[src/counter4_pkg.sv]
package counter4_pkg;

	// register byte offsets, decoded on haddr[7:0]
	localparam int addr_bits = 8;
	localparam logic [7:0] ctrl_offset = 8'h00;
	localparam logic [7:0] step_offset = 8'h04;
	localparam logic [7:0] status_offset = 8'h08;

	// control word field positions
	localparam int ctrl_up_pos = 0;
	localparam int ctrl_load_pos = 1;
	localparam int ctrl_pcen_pos = 2;
	localparam int ctrl_ccen_pos = 3;
	localparam int ctrl_free_pos = 4;
	localparam int ctrl_preset_lsb = 8;

	// status word field positions
	localparam int status_count_lsb = 0;
	localparam int status_tc_pos = 4;

	localparam logic [31:0] ctrl_reset_value = 32'h0000000f;
	localparam logic [3:0] count_reset_value = 4'h0;
	localparam logic [3:0] count_top = 4'hf;
	localparam logic [3:0] count_bottom = 4'h0;
	localparam logic [3:0] count_one = 4'h1;
	localparam logic [31:0] read_zero = 32'h00000000;
	localparam logic hresp_okay = 1'b0;

	typedef struct packed {
		logic [3:0] preset_value;
		logic free_run;
		logic carry_count_enable_n;
		logic parallel_count_enable_n;
		logic load_enable_n;
		logic count_up;
	} ctrl_t;

	// gray along idle -> read_wait -> read_done -> write -> idle
	typedef enum logic [1:0] {
		st_idle = 2'b00,
		st_read_wait = 2'b01,
		st_read_done = 2'b11,
		st_write = 2'b10
	} bus_state_t;

endpackage

[src/counter_core.sv]
`timescale 1ns/100ps
module counter_core (
	input wire logic hclk,
	input wire logic hresetn,
	input wire logic count_edge,
	input wire counter4_pkg::ctrl_t ctrl,
	input wire counter4_pkg::ctrl_t ctrl_next,
	output logic [3:0] count_value,
	output logic terminal_flag_n
);
	logic [3:0] count_reg;
	logic [3:0] count_next;
	logic tc_reg;
	logic tc_next;
	logic [3:0] stepped;
	logic [3:0] term_next;
	logic load_now;
	logic count_now;

	assign load_now = !ctrl.load_enable_n;
	assign count_now = !ctrl.parallel_count_enable_n && !ctrl.carry_count_enable_n;
	// modulo-16 wrap falls out of the 4-bit width
	assign stepped = ctrl.count_up ? 4'(count_reg + counter4_pkg::count_one)
		: 4'(count_reg - counter4_pkg::count_one);
	assign count_next = !count_edge ? count_reg
		: load_now ? ctrl.preset_value
		: count_now ? stepped : count_reg;

	// flag is computed from next-state values so the flop always matches
	// the present count and carry enable: no extra edge of lag
	assign term_next = ctrl_next.count_up ? counter4_pkg::count_top : counter4_pkg::count_bottom;
	assign tc_next = !(!ctrl_next.carry_count_enable_n && (count_next == term_next));

	always_ff @(posedge hclk or negedge hresetn) begin
		if (!hresetn) begin
			count_reg <= counter4_pkg::count_reset_value;
			tc_reg <= 1'b1;
		end else begin
			count_reg <= count_next;
			tc_reg <= tc_next;
		end
	end

	assign count_value = count_reg;
	assign terminal_flag_n = tc_reg;
endmodule

[src/presettable_updown_counter4.sv]
`timescale 1ns/100ps
// How it works
// - four-bit count, wraps at 16, clocked changes
// - load low copies preset, beats everything
// - both enables low: direction picks up/down
// - either enable high holds count
// - flag low: carry enable low, at terminal
// - terminal is ones up, zeros down
// - carry enable gates flag without extra edge
// - from twelve: 13, 14, 15, 0, up
module presettable_updown_counter4 (
	input wire logic hclk,
	input wire logic hresetn,
	input wire logic hsel,
	input wire logic [31:0] haddr,
	input wire logic [1:0] htrans,
	input wire logic hwrite,
	input wire logic [2:0] hsize,
	input wire logic [31:0] hwdata,
	input wire logic hready,
	output logic hreadyout,
	output logic hresp,
	output logic [31:0] hrdata,
	output logic [3:0] count_value,
	output logic terminal_flag_n
);
	counter4_pkg::bus_state_t state_reg;
	counter4_pkg::bus_state_t state_next;
	logic [7:0] addr_reg;
	logic [7:0] addr_next;
	counter4_pkg::ctrl_t ctrl_reg;
	counter4_pkg::ctrl_t ctrl_next;
	counter4_pkg::ctrl_t ctrl_written;
	logic hreadyout_reg;
	logic hresp_reg;
	logic [31:0] hrdata_reg;
	logic [31:0] hrdata_next;
	logic [31:0] ctrl_word;
	logic [31:0] status_word;
	logic [31:0] read_word;
	logic addr_phase;
	logic hit_ctrl;
	logic hit_step;
	logic hit_status;
	logic wr_ctrl;
	logic wr_step;
	logic count_edge;
	logic [3:0] core_count;
	logic core_tc_n;

	// only single word transfers are expected; hsize is not checked
	assign addr_phase = hsel && hready && htrans[1];

	always_comb begin
		state_next = state_reg;
		case (state_reg)
			counter4_pkg::st_idle,
			counter4_pkg::st_write,
			counter4_pkg::st_read_done: begin
				if (addr_phase) begin
					state_next = hwrite ? counter4_pkg::st_write : counter4_pkg::st_read_wait;
				end else begin
					state_next = counter4_pkg::st_idle;
				end
			end
			// one wait state so a read sees the result of a write just before
			counter4_pkg::st_read_wait: begin
				state_next = counter4_pkg::st_read_done;
			end
			default: begin
				state_next = counter4_pkg::st_idle;
			end
		endcase
	end

	assign addr_next = addr_phase ? haddr[counter4_pkg::addr_bits-1:0] : addr_reg;
	assign hit_ctrl = addr_reg == counter4_pkg::ctrl_offset;
	assign hit_step = addr_reg == counter4_pkg::step_offset;
	assign hit_status = addr_reg == counter4_pkg::status_offset;
	assign wr_ctrl = state_reg == counter4_pkg::st_write && hit_ctrl;
	assign wr_step = state_reg == counter4_pkg::st_write && hit_step;

	always_comb begin
		ctrl_written.count_up = hwdata[counter4_pkg::ctrl_up_pos];
		ctrl_written.load_enable_n = hwdata[counter4_pkg::ctrl_load_pos];
		ctrl_written.parallel_count_enable_n = hwdata[counter4_pkg::ctrl_pcen_pos];
		ctrl_written.carry_count_enable_n = hwdata[counter4_pkg::ctrl_ccen_pos];
		ctrl_written.free_run = hwdata[counter4_pkg::ctrl_free_pos];
		ctrl_written.preset_value = hwdata[counter4_pkg::ctrl_preset_lsb +: 4];
	end

	assign ctrl_next = wr_ctrl ? ctrl_written : ctrl_reg;

	// a step write is one rising edge of the count clock; free run steps
	// on every hclk edge, which makes the count rate fixed at hclk
	assign count_edge = wr_step || ctrl_reg.free_run;

	always_comb begin
		ctrl_word = counter4_pkg::read_zero;
		ctrl_word[counter4_pkg::ctrl_up_pos] = ctrl_reg.count_up;
		ctrl_word[counter4_pkg::ctrl_load_pos] = ctrl_reg.load_enable_n;
		ctrl_word[counter4_pkg::ctrl_pcen_pos] = ctrl_reg.parallel_count_enable_n;
		ctrl_word[counter4_pkg::ctrl_ccen_pos] = ctrl_reg.carry_count_enable_n;
		ctrl_word[counter4_pkg::ctrl_free_pos] = ctrl_reg.free_run;
		ctrl_word[counter4_pkg::ctrl_preset_lsb +: 4] = ctrl_reg.preset_value;
	end

	always_comb begin
		status_word = counter4_pkg::read_zero;
		status_word[counter4_pkg::status_count_lsb +: 4] = core_count;
		status_word[counter4_pkg::status_tc_pos] = core_tc_n;
	end

	assign read_word = hit_ctrl ? ctrl_word : hit_status ? status_word : counter4_pkg::read_zero;
	assign hrdata_next = state_reg == counter4_pkg::st_read_wait ? read_word : hrdata_reg;

	always_ff @(posedge hclk or negedge hresetn) begin
		if (!hresetn) begin
			state_reg <= counter4_pkg::st_idle;
			addr_reg <= counter4_pkg::ctrl_offset;
			ctrl_reg <= counter4_pkg::ctrl_t'(counter4_pkg::ctrl_reset_value[8:0]);
			hreadyout_reg <= 1'b1;
			hresp_reg <= counter4_pkg::hresp_okay;
			hrdata_reg <= counter4_pkg::read_zero;
		end else begin
			state_reg <= state_next;
			addr_reg <= addr_next;
			ctrl_reg <= ctrl_next;
			hreadyout_reg <= state_next != counter4_pkg::st_read_wait;
			hresp_reg <= counter4_pkg::hresp_okay;
			hrdata_reg <= hrdata_next;
		end
	end

	counter_core u_core (
		.hclk(hclk),
		.hresetn(hresetn),
		.count_edge(count_edge),
		.ctrl(ctrl_reg),
		.ctrl_next(ctrl_next),
		.count_value(core_count),
		.terminal_flag_n(core_tc_n)
	);

	assign hreadyout = hreadyout_reg;
	assign hresp = hresp_reg;
	assign hrdata = hrdata_reg;
	assign count_value = core_count;
	assign terminal_flag_n = core_tc_n;
endmodule

[config.mk]
export PLATFORM = sky130hd
export DESIGN_NAME = presettable_updown_counter4
export DESIGN_NICKNAME = d
export VERILOG_FILES = /design/src/counter4_pkg.sv /design/src/counter_core.sv /design/src/presettable_updown_counter4.sv
export SDC_FILE = /design/constraint.sdc
export NUM_CORES = 1
export LEC_CHECK = 0
export ABC_AREA = 1
export ABC_CLOCK_PERIOD_IN_PS = 2100
export BUFFER_PORTS_ARGS = -buffer_cell sky130_fd_sc_hd__clkbuf_2
export CAP_MARGIN = 20
export CORE_AREA = 2 2 70 72
export CTS_CLUSTER_SIZE = 14
export DETAILED_ROUTE_END_ITERATION = 8
export DIE_AREA = 0 0 72 74
export MAX_ROUTING_LAYER = met4
export PLACE_DENSITY = 0.87
export REMOVE_ABC_BUFFERS = 1
export SETUP_SLACK_MARGIN = 0.3
export SLEW_MARGIN = 30
export SYNTH_ARGS = -nofsm -noshare
export SYNTH_HDL_FRONTEND = slang
export SYNTH_SLANG_ARGS = --single-unit
export TNS_END_PERCENT = 5
[constraint.sdc]
create_clock -name hclk -period 2.1 [get_ports hclk]
set_input_delay 0.21 -clock hclk [delete_from_list [all_inputs] [get_ports hclk]]
set_output_delay 0.21 -clock hclk [all_outputs]
set_load 0.1 [all_outputs]
=== After elaboration in Yosys (flattened, before gate mapping) ===
Cells that the tools add are included.

* $add $sub $neg: 2
* Equal/unequal tests: 7
* Multiplexer cells: 11
* Reduce and logical (&&, ||, !) cells: 14

{| class="wikitable"
|+ Operator list
! kind !! count
|-
| 4-bit two-way mux || 6
|-
| 12-bit two-way mux || 1
|-
| 8-bit by 3-bit equality test with 1-bit output (second input constant) || 1
|-
| 8-bit by 4-bit equality test with 1-bit output (second input constant) || 1
|-
| 8-bit logical NOT || 1
|-
| 1-bit logical AND || 6
|-
| 5-bit two-way mux || 1
|-
| 4-bit by 1-bit adder with 4-bit output (second input constant) || 1
|-
| 2-bit equality test (second input constant) || 2
|-
| 4-bit equality test || 1
|-
| 1-bit logical NOT || 4
|-
| 2-bit two-way mux || 2
|-
| 2-bit case mux with 2 select lines || 1
|-
| 4-bit by 1-bit subtractor with 4-bit output (second input constant) || 1
|-
| 3-bit OR reduction || 1
|-
| 2-bit by 1-bit equality test with 1-bit output (second input constant) || 1
|-
| 2-bit logical NOT || 1
|-
| 2-bit by 1-bit inequality test with 1-bit output (second input constant) || 1
|-
| 1-bit logical OR || 1
|}

* Register bits: 57
* Input bits: 74
* Output and inout port bits: 39
* Word-level logic and storage cells: 46

=== Logic depth before layout (Yosys ltp) ===
Gate-level depths: netlist of run 1.

* Word-level depth: 8
* Depth in mapped cells: 13
* Depth with buffers taken out: 13

=== By module ===
Synthesis of run 1 repeated with hierarchy kept, for this count alone.

* Cells, all modules: 254
* Area, all modules: 1998.2 µm²

{| class="wikitable"
|+ Modules (own cells, without submodules)
! module !! times used !! cells an instance !! area an instance (µm²) !! seq. area each (µm²)
|-
| presettable_updown_counter4 || 1 || 167 || 1500.2 || 732.0
|-
| counter_core || 1 || 87 || 498.0 || 126.4
|}

=== Worst setup path after synthesis of run 1 ===
OpenSTA, ideal clock, no wires.

* Path type: flip-flop to flip-flop
* Start: reg u_core.count_reg[0] (netlist: u_core.count_value[0])
* End: reg u_core.tc_reg (netlist: u_core.terminal_flag_n)
* Arrival: 2.275 ns
* Path slack: -0.262 ns
* Stages on the path, launching flop included: 12
* Path through: dfrtp_1 -> inv_1 -> fa_1 -> inv_1 -> nand2_1 -> nand3_1 -> nand2_1 -> nand2_1 -> nand2_1 -> nand2_1 -> o21ai_1 -> nand3_1

* Cells in the longest elaborated chain, start to end: 8
* Elaborated cells between the ends (all ways): 9

{| class="wikitable"
|+ RTL lines
! what !! line !! RTL
|-
| from (decl) || counter_core.sv:11 || <nowiki>logic [3:0] count_reg;</nowiki>
|-
| from (signal assigned) || counter_core.sv:36 || <nowiki>count_reg <= counter4_pkg::count_reset_value;</nowiki>
|-
| from (signal assigned) || counter_core.sv:39 || <nowiki>count_reg <= count_next;</nowiki>
|-
| 4-bit by 1-bit subtractor with 4-bit output or 4-bit by 1-bit adder with 4-bit output (tied branches) || counter_core.sv:24, counter_core.sv:23 ||
|-
| 4-bit two-way mux || counter_core.sv:23 || <nowiki>assign stepped = ctrl.count_up ? 4'(count_reg + counter4_pkg::count_one)</nowiki>
|-
| 4-bit two-way mux || counter_core.sv:27 || <nowiki>: count_now ? stepped : count_reg;</nowiki>
|-
| 4-bit two-way mux || counter_core.sv:26 || <nowiki>: load_now ? ctrl.preset_value</nowiki>
|-
| 4-bit two-way mux * || counter_core.sv:25 || <nowiki>assign count_next = !count_edge ? count_reg</nowiki>
|-
| 4-bit equality test * || counter_core.sv:32 || <nowiki>assign tc_next = !(!ctrl_next.carry_count_enable_n && (count_next == term_next));</nowiki>
|-
| 1-bit logical AND * || counter_core.sv:32 ||
|-
| 1-bit logical NOT * || counter_core.sv:32 ||
|-
| via u_core.tc_next || counter_core.sv:14 || <nowiki>logic tc_next;</nowiki>
|-
| to (signal assigned) || counter_core.sv:40 || <nowiki>tc_reg <= tc_next;</nowiki>
|-
| to (decl) || counter_core.sv:13 || <nowiki>logic tc_reg;</nowiki>
|}

The timed path passes the listed nets; every way through them passes the cells marked *.
A chain may end at the register's enable or synchronous reset.

=== Worst setup path in the final report of run 1 ===
* Start: reg ctrl_reg[0] (netlist bit)
* End: reg u_core.tc_reg (netlist: u_core.terminal_flag_n)

* Cells in the longest elaborated chain, start to end: 7
* Elaborated cells between the ends (all ways): 9

{| class="wikitable"
|+ RTL lines
! what !! line !! RTL
|-
| from (decl) || presettable_updown_counter4.sv:31 || <nowiki>counter4_pkg::ctrl_t ctrl_reg;</nowiki>
|-
| from (signal assigned) || presettable_updown_counter4.sv:121 || <nowiki>ctrl_reg <= counter4_pkg::ctrl_t'(counter4_pkg::ctrl_reset_value[8:0]);</nowiki>
|-
| from (signal assigned) || presettable_updown_counter4.sv:128 || <nowiki>ctrl_reg <= ctrl_next;</nowiki>
|-
| 4-bit two-way mux || counter_core.sv:23 ||
|-
| 4-bit two-way mux || counter_core.sv:27 ||
|-
| 4-bit two-way mux || counter_core.sv:26 ||
|-
| 4-bit two-way mux || counter_core.sv:25 ||
|-
| via u_core.count_next[3] || counter_core.sv:12 || <nowiki>logic [3:0] count_next;</nowiki>
|-
| 4-bit equality test || counter_core.sv:32 ||
|-
| 1-bit logical AND || counter_core.sv:32 ||
|-
| 1-bit logical NOT || counter_core.sv:32 ||
|-
| via u_core.tc_next || counter_core.sv:14 ||
|}

The timed path passes the listed nets, and every way through them passes these cells.

==> results of run 1 <==
==> cells in the mapped netlist (all sizes together) <==
library cell / n / area, µm²
a21oi: 27 / 135
buf: 26 / 190
clkbuf: 1 / 3.75
conb: 1 / 3.75
dfrtp: 28 / 701
dfstp: 6 / 158
fa: 1 / 20.0
ha: 2 / 25.0
inv: 34 / 128
mux2: 1 / 11.3
nand2: 55 / 221
nand3: 13 / 80.1
nand3b: 1 / 7.51
nor2: 35 / 150
nor4: 1 / 12.5
o21ai: 5 / 25.0
o31ai: 3 / 22.5
or2: 1 / 6.26
==> path summary, 6_finish.rpt <==
kind                                               endpoint  slack (ns)  cells past startpoint
setup / recovery           u_core.terminal_flag_n$_DFF_PN1_        0.33                     10
hold / removal                        hrdata[1]$_DFFE_PN0P_       0.004                      1
setup reg to reg           u_core.terminal_flag_n$_DFF_PN1_        0.33                     10
hold reg to reg                       hrdata[8]$_DFFE_PN0P_        0.50                      2
max in group asynchronous   u_core.count_value[1]$_DFF_PN0_        1.54                      1
min in group hclk                   ctrl_reg[2]$_DFFE_PN1N_        0.14                      3
==> repair_timing <==
item / in CTS / in global routing
hold buffers: 0 / 0
setup buffers: 2 / 1
gates resized for setup: 3 / 7
endpoints found under the setup margin: 2 / 1
pin swaps: 0 / 4
==> area by class of cell <==
type / count / area (µm²) / share of cell area (%)
clock buffers: 8 / 110 / 4.96
inverters: 34 / 128 / 5.75
multi-input cells: 169 / 838 / 37.8
flip-flops and latches: 34 / 860 / 38.7
well taps: 54 / 67.6 / 3.05
repair buffers: 41 / 215 / 9.70
==> power breakdown <==
group	switching, mW	total, mW	internal [mW]
sequential	0.0629	0.829	0.766
combinational	0.903	1.07	0.169
clock	0.235	0.566	0.331
total	1.20	2.47	1.27
==> per-stage QoR <==
stage,instances,hold slack (ns),TNS [ns],cell area [µm²]
final,340,0.00362,0,2220
after global routing,340,0.0580,0,2220
after CTS,339,0.0254,0,2190
after detailed placement,329,0.346,0,2050
after global placement,329,0.340,0,2050
after floorplan,237,-0.0856,-0.397,1790
==> worst max-delay path, delay by kind of cell (launching register included) <==
family	cells	cell delay [ns]
AND/OR/NAND/NOR	7	0.76
flip-flops	1	0.57
adder cells (fa/ha/maj)	1	0.22
buffers and inverters	1	0.08
AO/OA/AOI/OAI	1	0.08
==> per-layer routing <==
layer | part of all wire (%) | vias to the layer above | global-route usage [%]
li1 | - | 788 | -
met1 | 44 | 728 | 20.0
met2 | 47 | 64 | 27.7
met3 | 7.3 | 8 | 4.88
met4 | 2.0 | 0 | 8.60
met5 | 0 | - | -
==> logic make-up (layout without fill, tap and decap cells) <==
group | after synthesis | in the layout | synth area share [%]
other cells | 1 | 24 | 0.197
simple gates | 106 | 106 | 25.1
flops | 34 | 34 | 45.2
compound gates | 35 | 35 | 9.61
fa+ha+maj | 3 | 3 | 2.37
mux | 1 | 1 | 0.592
buf+inv | 61 | 83 | 16.9
==> metrics.csv, run 1 <==
stage,metric,value,unit
worst_setup_path,end_kind,flop,
timing,setup_viol,0,
worst_hold_path,hold_path_class,primary input to async pin,
timing,hold_violations,0,
clock_network,cts.path.max_buffers,2,
die,dieArea,0.00533,mm²
synth,ys_seq_area_share,45.2,%
synth,yosysWarnings,0,
clock_network,cts_tree,built,
detailed_routing,via_per_inst,4.67,
worst_setup_path,path_class,flop to flop,
timing,fin_worst_skew,0.00618,ns
global_route,track_usage,17.3,%
status,outcome,"finished, final reports clean",
worst_setup_path,critPathMaxStageDelay,0.57,ns
die,initial_core_util,41.3,%
global_route,grt_max_degree,35,
timing,finalCritPeriodShare,84.1,%
worst_setup_path,crit_required,2.33,ns
synth,ys_types,26,
detailed_routing,dr.first_iter.drc_count,105,
clock_network,clock_latency,0.29,ns
cells_and_area,final_common_cell,nand2_1,
global_route,grt_first_pass_wirelength,6780,µm
detailed_routing,drtPass1Iterations,4,
job,cap_violations,0,
placed_design,pre_cts_ws,0.171,ns
synth,syn_area,0.00190,mm²
cells_and_area,fin_nets,362,
clock_network,cts_root_buffer,clkbuf_8,
cells_and_area,post-route-util,48.2,%
timing,layout_setup_ws,0.334,ns
die,fp-row-count,25,
power_and_ir_drop,p_total,2.47,mW
placed_design,hpwl,2920,µm
power_and_ir_drop,vdd_drop_max,445,µV
clock_network,clk_pin_slew,0.07,ns
timing,worst_pin_slew,0.818,ns
synth,synth_area_per_cell,7.89,µm²
detailed_routing,dr_total_vias,1588,
die,core,0.00460,mm²
cells_and_area,fill_cells,455,
timing,final-max-slew-violation-count,0,
timing,timing.fmax,566,MHz
power_and_ir_drop,leakagePower,1.24,nW
worst_setup_path,cp-startpoint,ctrl_reg[0]$_DFF_PN1_,
timing,maxSlewHeadroom,45.5,%
detailed_routing,drc_errors,0,
timing,fin_crit,1.77,ns
die,ios,113,
power_and_ir_drop,power.density,1110,mW/mm²
cells_and_area,layout-drive-gt1-share,27.3,%
cells_and_area,diodes,0,
placed_design,io_buffers,37,
worst_setup_path,slowest_stage,dfstp_2,
detailed_routing,ant_nets,0,
cells_and_area,syn_to_final_growth,16.7,%
worst_setup_path,worstPathMaxFanout,4,
timing,rsz0062_at_grt,yes,
die,die_h,74,µm
global_route,antenna_found_initial,0,
detailed_routing,drt-total-wl,3920,µm
synth,syn_inst,241,
worst_setup_path,cp-start-kind,flop,
global_route,overflow,0,
placed_design,place_congestion,0.879,
clock_network,cts_buffers,5,
synth,synth_seq_cells,34,
cells_and_area,final_cell_mix,"47 x nand2_1, 37 x clkbuf_2, 33 x nor2_1",
detailed_routing,wire_per_inst,11.5,µm
clock_network,htree_levels,2,
die,die_w,72,µm
worst_setup_path,r2r-start,ctrl_reg[0]$_DFF_PN1_,
worst_setup_path,worstPathCellList,"inv_2, ha_4, or2_2, nand3_1, nand3_1, nand2_1, nand2_1, o21ai_2, nand2_1, nand3_1",
clock_network,clock-sinks,34,
global_route,grt_pass1_vias,1576,
worst_setup_path,arrival,2.00,ns
Note: power is estimated with default switching activity, not from simulation.
==> run 2: changes to the inputs <==
ABC_AREA = 0   (was 1)
ABC_CLOCK_PERIOD_IN_PS = 1600   (was 2100)
CORE_AREA = 2 2 72 74   (was 2 2 70 72)
DIE_AREA = 0 0 74 76   (was 0 0 72 74)
PLACE_DENSITY = 0.84   (was 0.87)
clock period = 1.6 ns   (was 2.1 ns; I/O delays follow)
==> run 2 against run 1 <==
The run now ends with setup timing left; maximum frequency decreased by 15%; global-route usage fell by 0.70 points; area after synthesis decreased by 5.1%; worst hold slack improved by 0.099 ns; via count down 13%; final cell count down 14%; flip-flop and latch count unchanged; sequential share of layout area shrank 2.7 points; count of clock-buffer cells in the layout shrank 3; first-iteration DRC count is 49% lower; critical endpoint unchanged.
==> metrics.csv, run 2 <==
stage,metric,value,unit
detailed_routing,drtPass1Iterations,4,
worst_hold_path,hold_path_class,primary input to flop,
power_and_ir_drop,clkPwrFrac,18.5,%
global_route,track_usage,16.6,%
detailed_routing,dr.first_iter.drc_count,54,
placed_design,placed_area,0.00214,mm²
cells_and_area,syn_to_final_growth,32.1,%
cells_and_area,fin_nets,298,
worst_setup_path,end_kind,flop,
worst_setup_path,r2r-start,ctrl_reg[0]$_DFF_PN1_,
synth,synth_top_area_share,38.9,%
worst_setup_path,path_class,flop to flop,
detailed_routing,via_per_inst,4.73,
clock_network,clock-sinks,34,
synth,synth_area_per_cell,11.4,µm²
global_route,overflow,0,
detailed_routing,drt-total-wl,4360,µm
status,outcome,"finished, violations left",
detailed_routing,ant_nets,0,
power_and_ir_drop,p_switching,1.92,mW
synth,synthFlopType,dfrtp_1,
synth,synth_seq_cells,34,
timing,fin_crit,2.07,ns
synth,yosys-top-cells-count,"28 x dfrtp_1, 24 x buf_4, 16 x mux2_2, 11 x nor2_1, 8 x o21ai_0",
detailed_routing,drc_errors,0,
placed_design,hpwl,3000,µm
die,initial_core_util,36.7,%
global_route,grt_max_degree,19,
power_and_ir_drop,leakagePower,1.16,nW
synth,ys_seq_area_share,47.6,%
worst_setup_path,r2r_slack,-0.47,ns
worst_hold_path,hold_path_startpoint,hwrite,
clock_network,cts_tree,built,
timing,hold_violations,0,
die,fp-row-count,26,
placed_design,place_congestion,0.927,
timing,fin_worst_skew,0.00591,ns
cells_and_area,final_cell_area,0.00238,mm²
cells_and_area,layout-drive-gt1-share,49.1,%
timing,final-max-slew-violation-count,0,
clock_network,clk_pin_slew,0.07,ns
timing,maxSlewHeadroom,63.9,%
global_route,grt_pass1_vias,1369,
power_and_ir_drop,internal_power,2.25,mW
synth,async_flop_share,100,%
detailed_routing,dr_total_vias,1380,
synth,synth_most_common_cell,dfrtp_1,
job,cap_violations,0,
synth,post-synth-top-area-cell,dfrtp_1,
status,violations,setup timing,
die,core,0.00491,mm²
synth,syn_inst,158,
power_and_ir_drop,seqPwrFrac,29.1,%
placed_design,io_buffers,37,
clock_network,cts.path.max_buffers,2,
detailed_routing,wire_per_inst,14.9,µm
timing,rsz0062_at_grt,yes,
die,ios,113,
timing,timing.fmax,483,MHz
worst_setup_path,cp-start-kind,flop,
timing,fin_setup_tns,-1.21,ns
worst_setup_path,reg2reg_to,u_core.terminal_flag_n$_DFF_PN1_,
worst_hold_path,hold_path_depth,2,
worst_setup_path,worst-r2r-cell-count,7,
synth,syn_area,0.00180,mm²
synth,yosysWarnings,0,
worst_setup_path,worstPathMaxFanout,3,
cells_and_area,final_common_cell,clkbuf_2,
global_route,antenna_found_initial,0,
power_and_ir_drop,sw_frac_of_total,45.9,%
timing,setup_viol,10,
worst_setup_path,crit_required,1.82,ns
synth,synth_edf_count,0,
clock_network,clock_latency,0.29,ns
worst_hold_path,hold-path-endpoint,state_reg[0]$_DFF_PN0_,
global_route,grt_first_pass_wirelength,6910,µm
clock_network,cts_root_buffer,clkbuf_8,
die,die_h,76,µm
die,die_w,74,µm
power_and_ir_drop,p_comb_share,52.4,%
synth,ys_types,39,
timing,layout_setup_ws,-0.472,ns
power_and_ir_drop,power.density,1750,mW/mm²
clock_network,cts_buffers,5,
die,dieArea,0.00562,mm²
power_and_ir_drop,vdd_drop_max,524,µV
timing,finalCritPeriodShare,129,%
worst_setup_path,arrival,2.29,ns
timing,worst_pin_slew,0.544,ns
cells_and_area,diodes,0,
cells_and_area,final_cell_mix,"29 x clkbuf_2, 28 x dfrtp_1, 24 x conb_1, 24 x buf_4, 15 x mux2_2",
synth,synth_area_leaders,"dfrtp_1 39%, buf_4 10%, mux2_2 10%, dfstp_2 8.7%, mux2i_1 2.8%",
clock_network,htree_levels,2,
-- run 2: metrics by stage --
step	power (mW)	cells	util [%]	setup WS, ns	hold slack, ns
floorplan	2.52	153	-	-1.02	-0.136
global placement	3.00	282	43.5	-0.394	0.131
detailed placement	3.05	282	43.5	-0.555	0.135
CTS	4.00	292	47.8	-0.344	0.0994
global route	4.35	292	48.5	-0.486	0.0950
finish	4.17	292	48.5	-0.472	0.103
-- run 2: worst max path at each step --
stage                                    start                                to  slack (ns)  cells past startpoint
3_5_place_dp             ctrl_reg[0]$_DFF_PN1_  u_core.terminal_flag_n$_DFF_PN1_       -0.55                      8
5_1_grt                  ctrl_reg[0]$_DFF_PN1_  u_core.terminal_flag_n$_DFF_PN1_       -0.49                      8
6_report                 ctrl_reg[0]$_DFF_PN1_  u_core.terminal_flag_n$_DFF_PN1_       -0.47                      7
2_1_floorplan  u_core.count_value[0]$_DFF_PN0_  u_core.terminal_flag_n$_DFF_PN1_       -1.02                      8
4_1_cts                  ctrl_reg[0]$_DFF_PN1_  u_core.terminal_flag_n$_DFF_PN1_       -0.34                      8
3_3_place_gp             ctrl_reg[0]$_DFF_PN1_  u_core.terminal_flag_n$_DFF_PN1_       -0.39                      8
-- run 2: power by group through the flow --
stage / logic (mW) / clock network [mW] / registers, mW
3_3_place_gp: 1.79 / 0 / 1.20
2_1_floorplan: 0.791 / 0 / 1.73
3_5_place_dp: 1.84 / 0 / 1.21
5_1_grt: 2.29 / 0.823 / 1.23
6_report: 2.18 / 0.772 / 1.21
4_1_cts: 2.01 / 0.785 / 1.21
-- run 2: critical path, cell delays in order, from the launching register on --
cell and delay [ns]:
dfstp_2 0.55, buf_4 0.13, fa_1 0.42, a31o_2 0.26
a32oi_2 0.27, nor3_2 0.08, and3_1 0.19, o21bai_1 0.12
-- run 2: cell families after synthesis --
kind of cell | after synthesis | synth area share (%)
AO/OA/AOI/OAI | 26 | 10.3
other | 1 | 0.208
flip-flops | 34 | 47.6
AND/OR/NAND/NOR | 36 | 12.6
multiplexers | 22 | 13.6
XOR/XNOR | 1 | 0.486
adder cells (fa/ha/maj) | 3 | 2.50
buffers and inverters | 35 | 12.7
-- run 2: layer usage --
metal / wire (µm) / GRT usage [%]
met5: 0 / -
met4: 53 / 5.64
met3: 329 / 4.76
met2: 2320 / 26.3
met1: 1660 / 20.1
-- run 2: cell type report --
class,instances,area (µm²)
Timing Repair Buffer,61,412
Inverter,7,26.3
Tap cell,70,87.6
Sequential cell,34,858
Multi-Input combinational cell,112,890
Clock inverter,3,40.0
Fill cell,444,2530
Clock buffer,5,68.8
-- run 2: repair_timing --
| action | in CTS | in global routing |
|---|---|---|
| hold buffers | 1 | 0 |
| setup buffers | 1 | 0 |
| hold endpoints to repair | 15 | 0 |
| endpoints found under the setup margin | 29 | 28 |
| pin swaps | 16 | 11 |
| gates resized for setup | 23 | 10 |
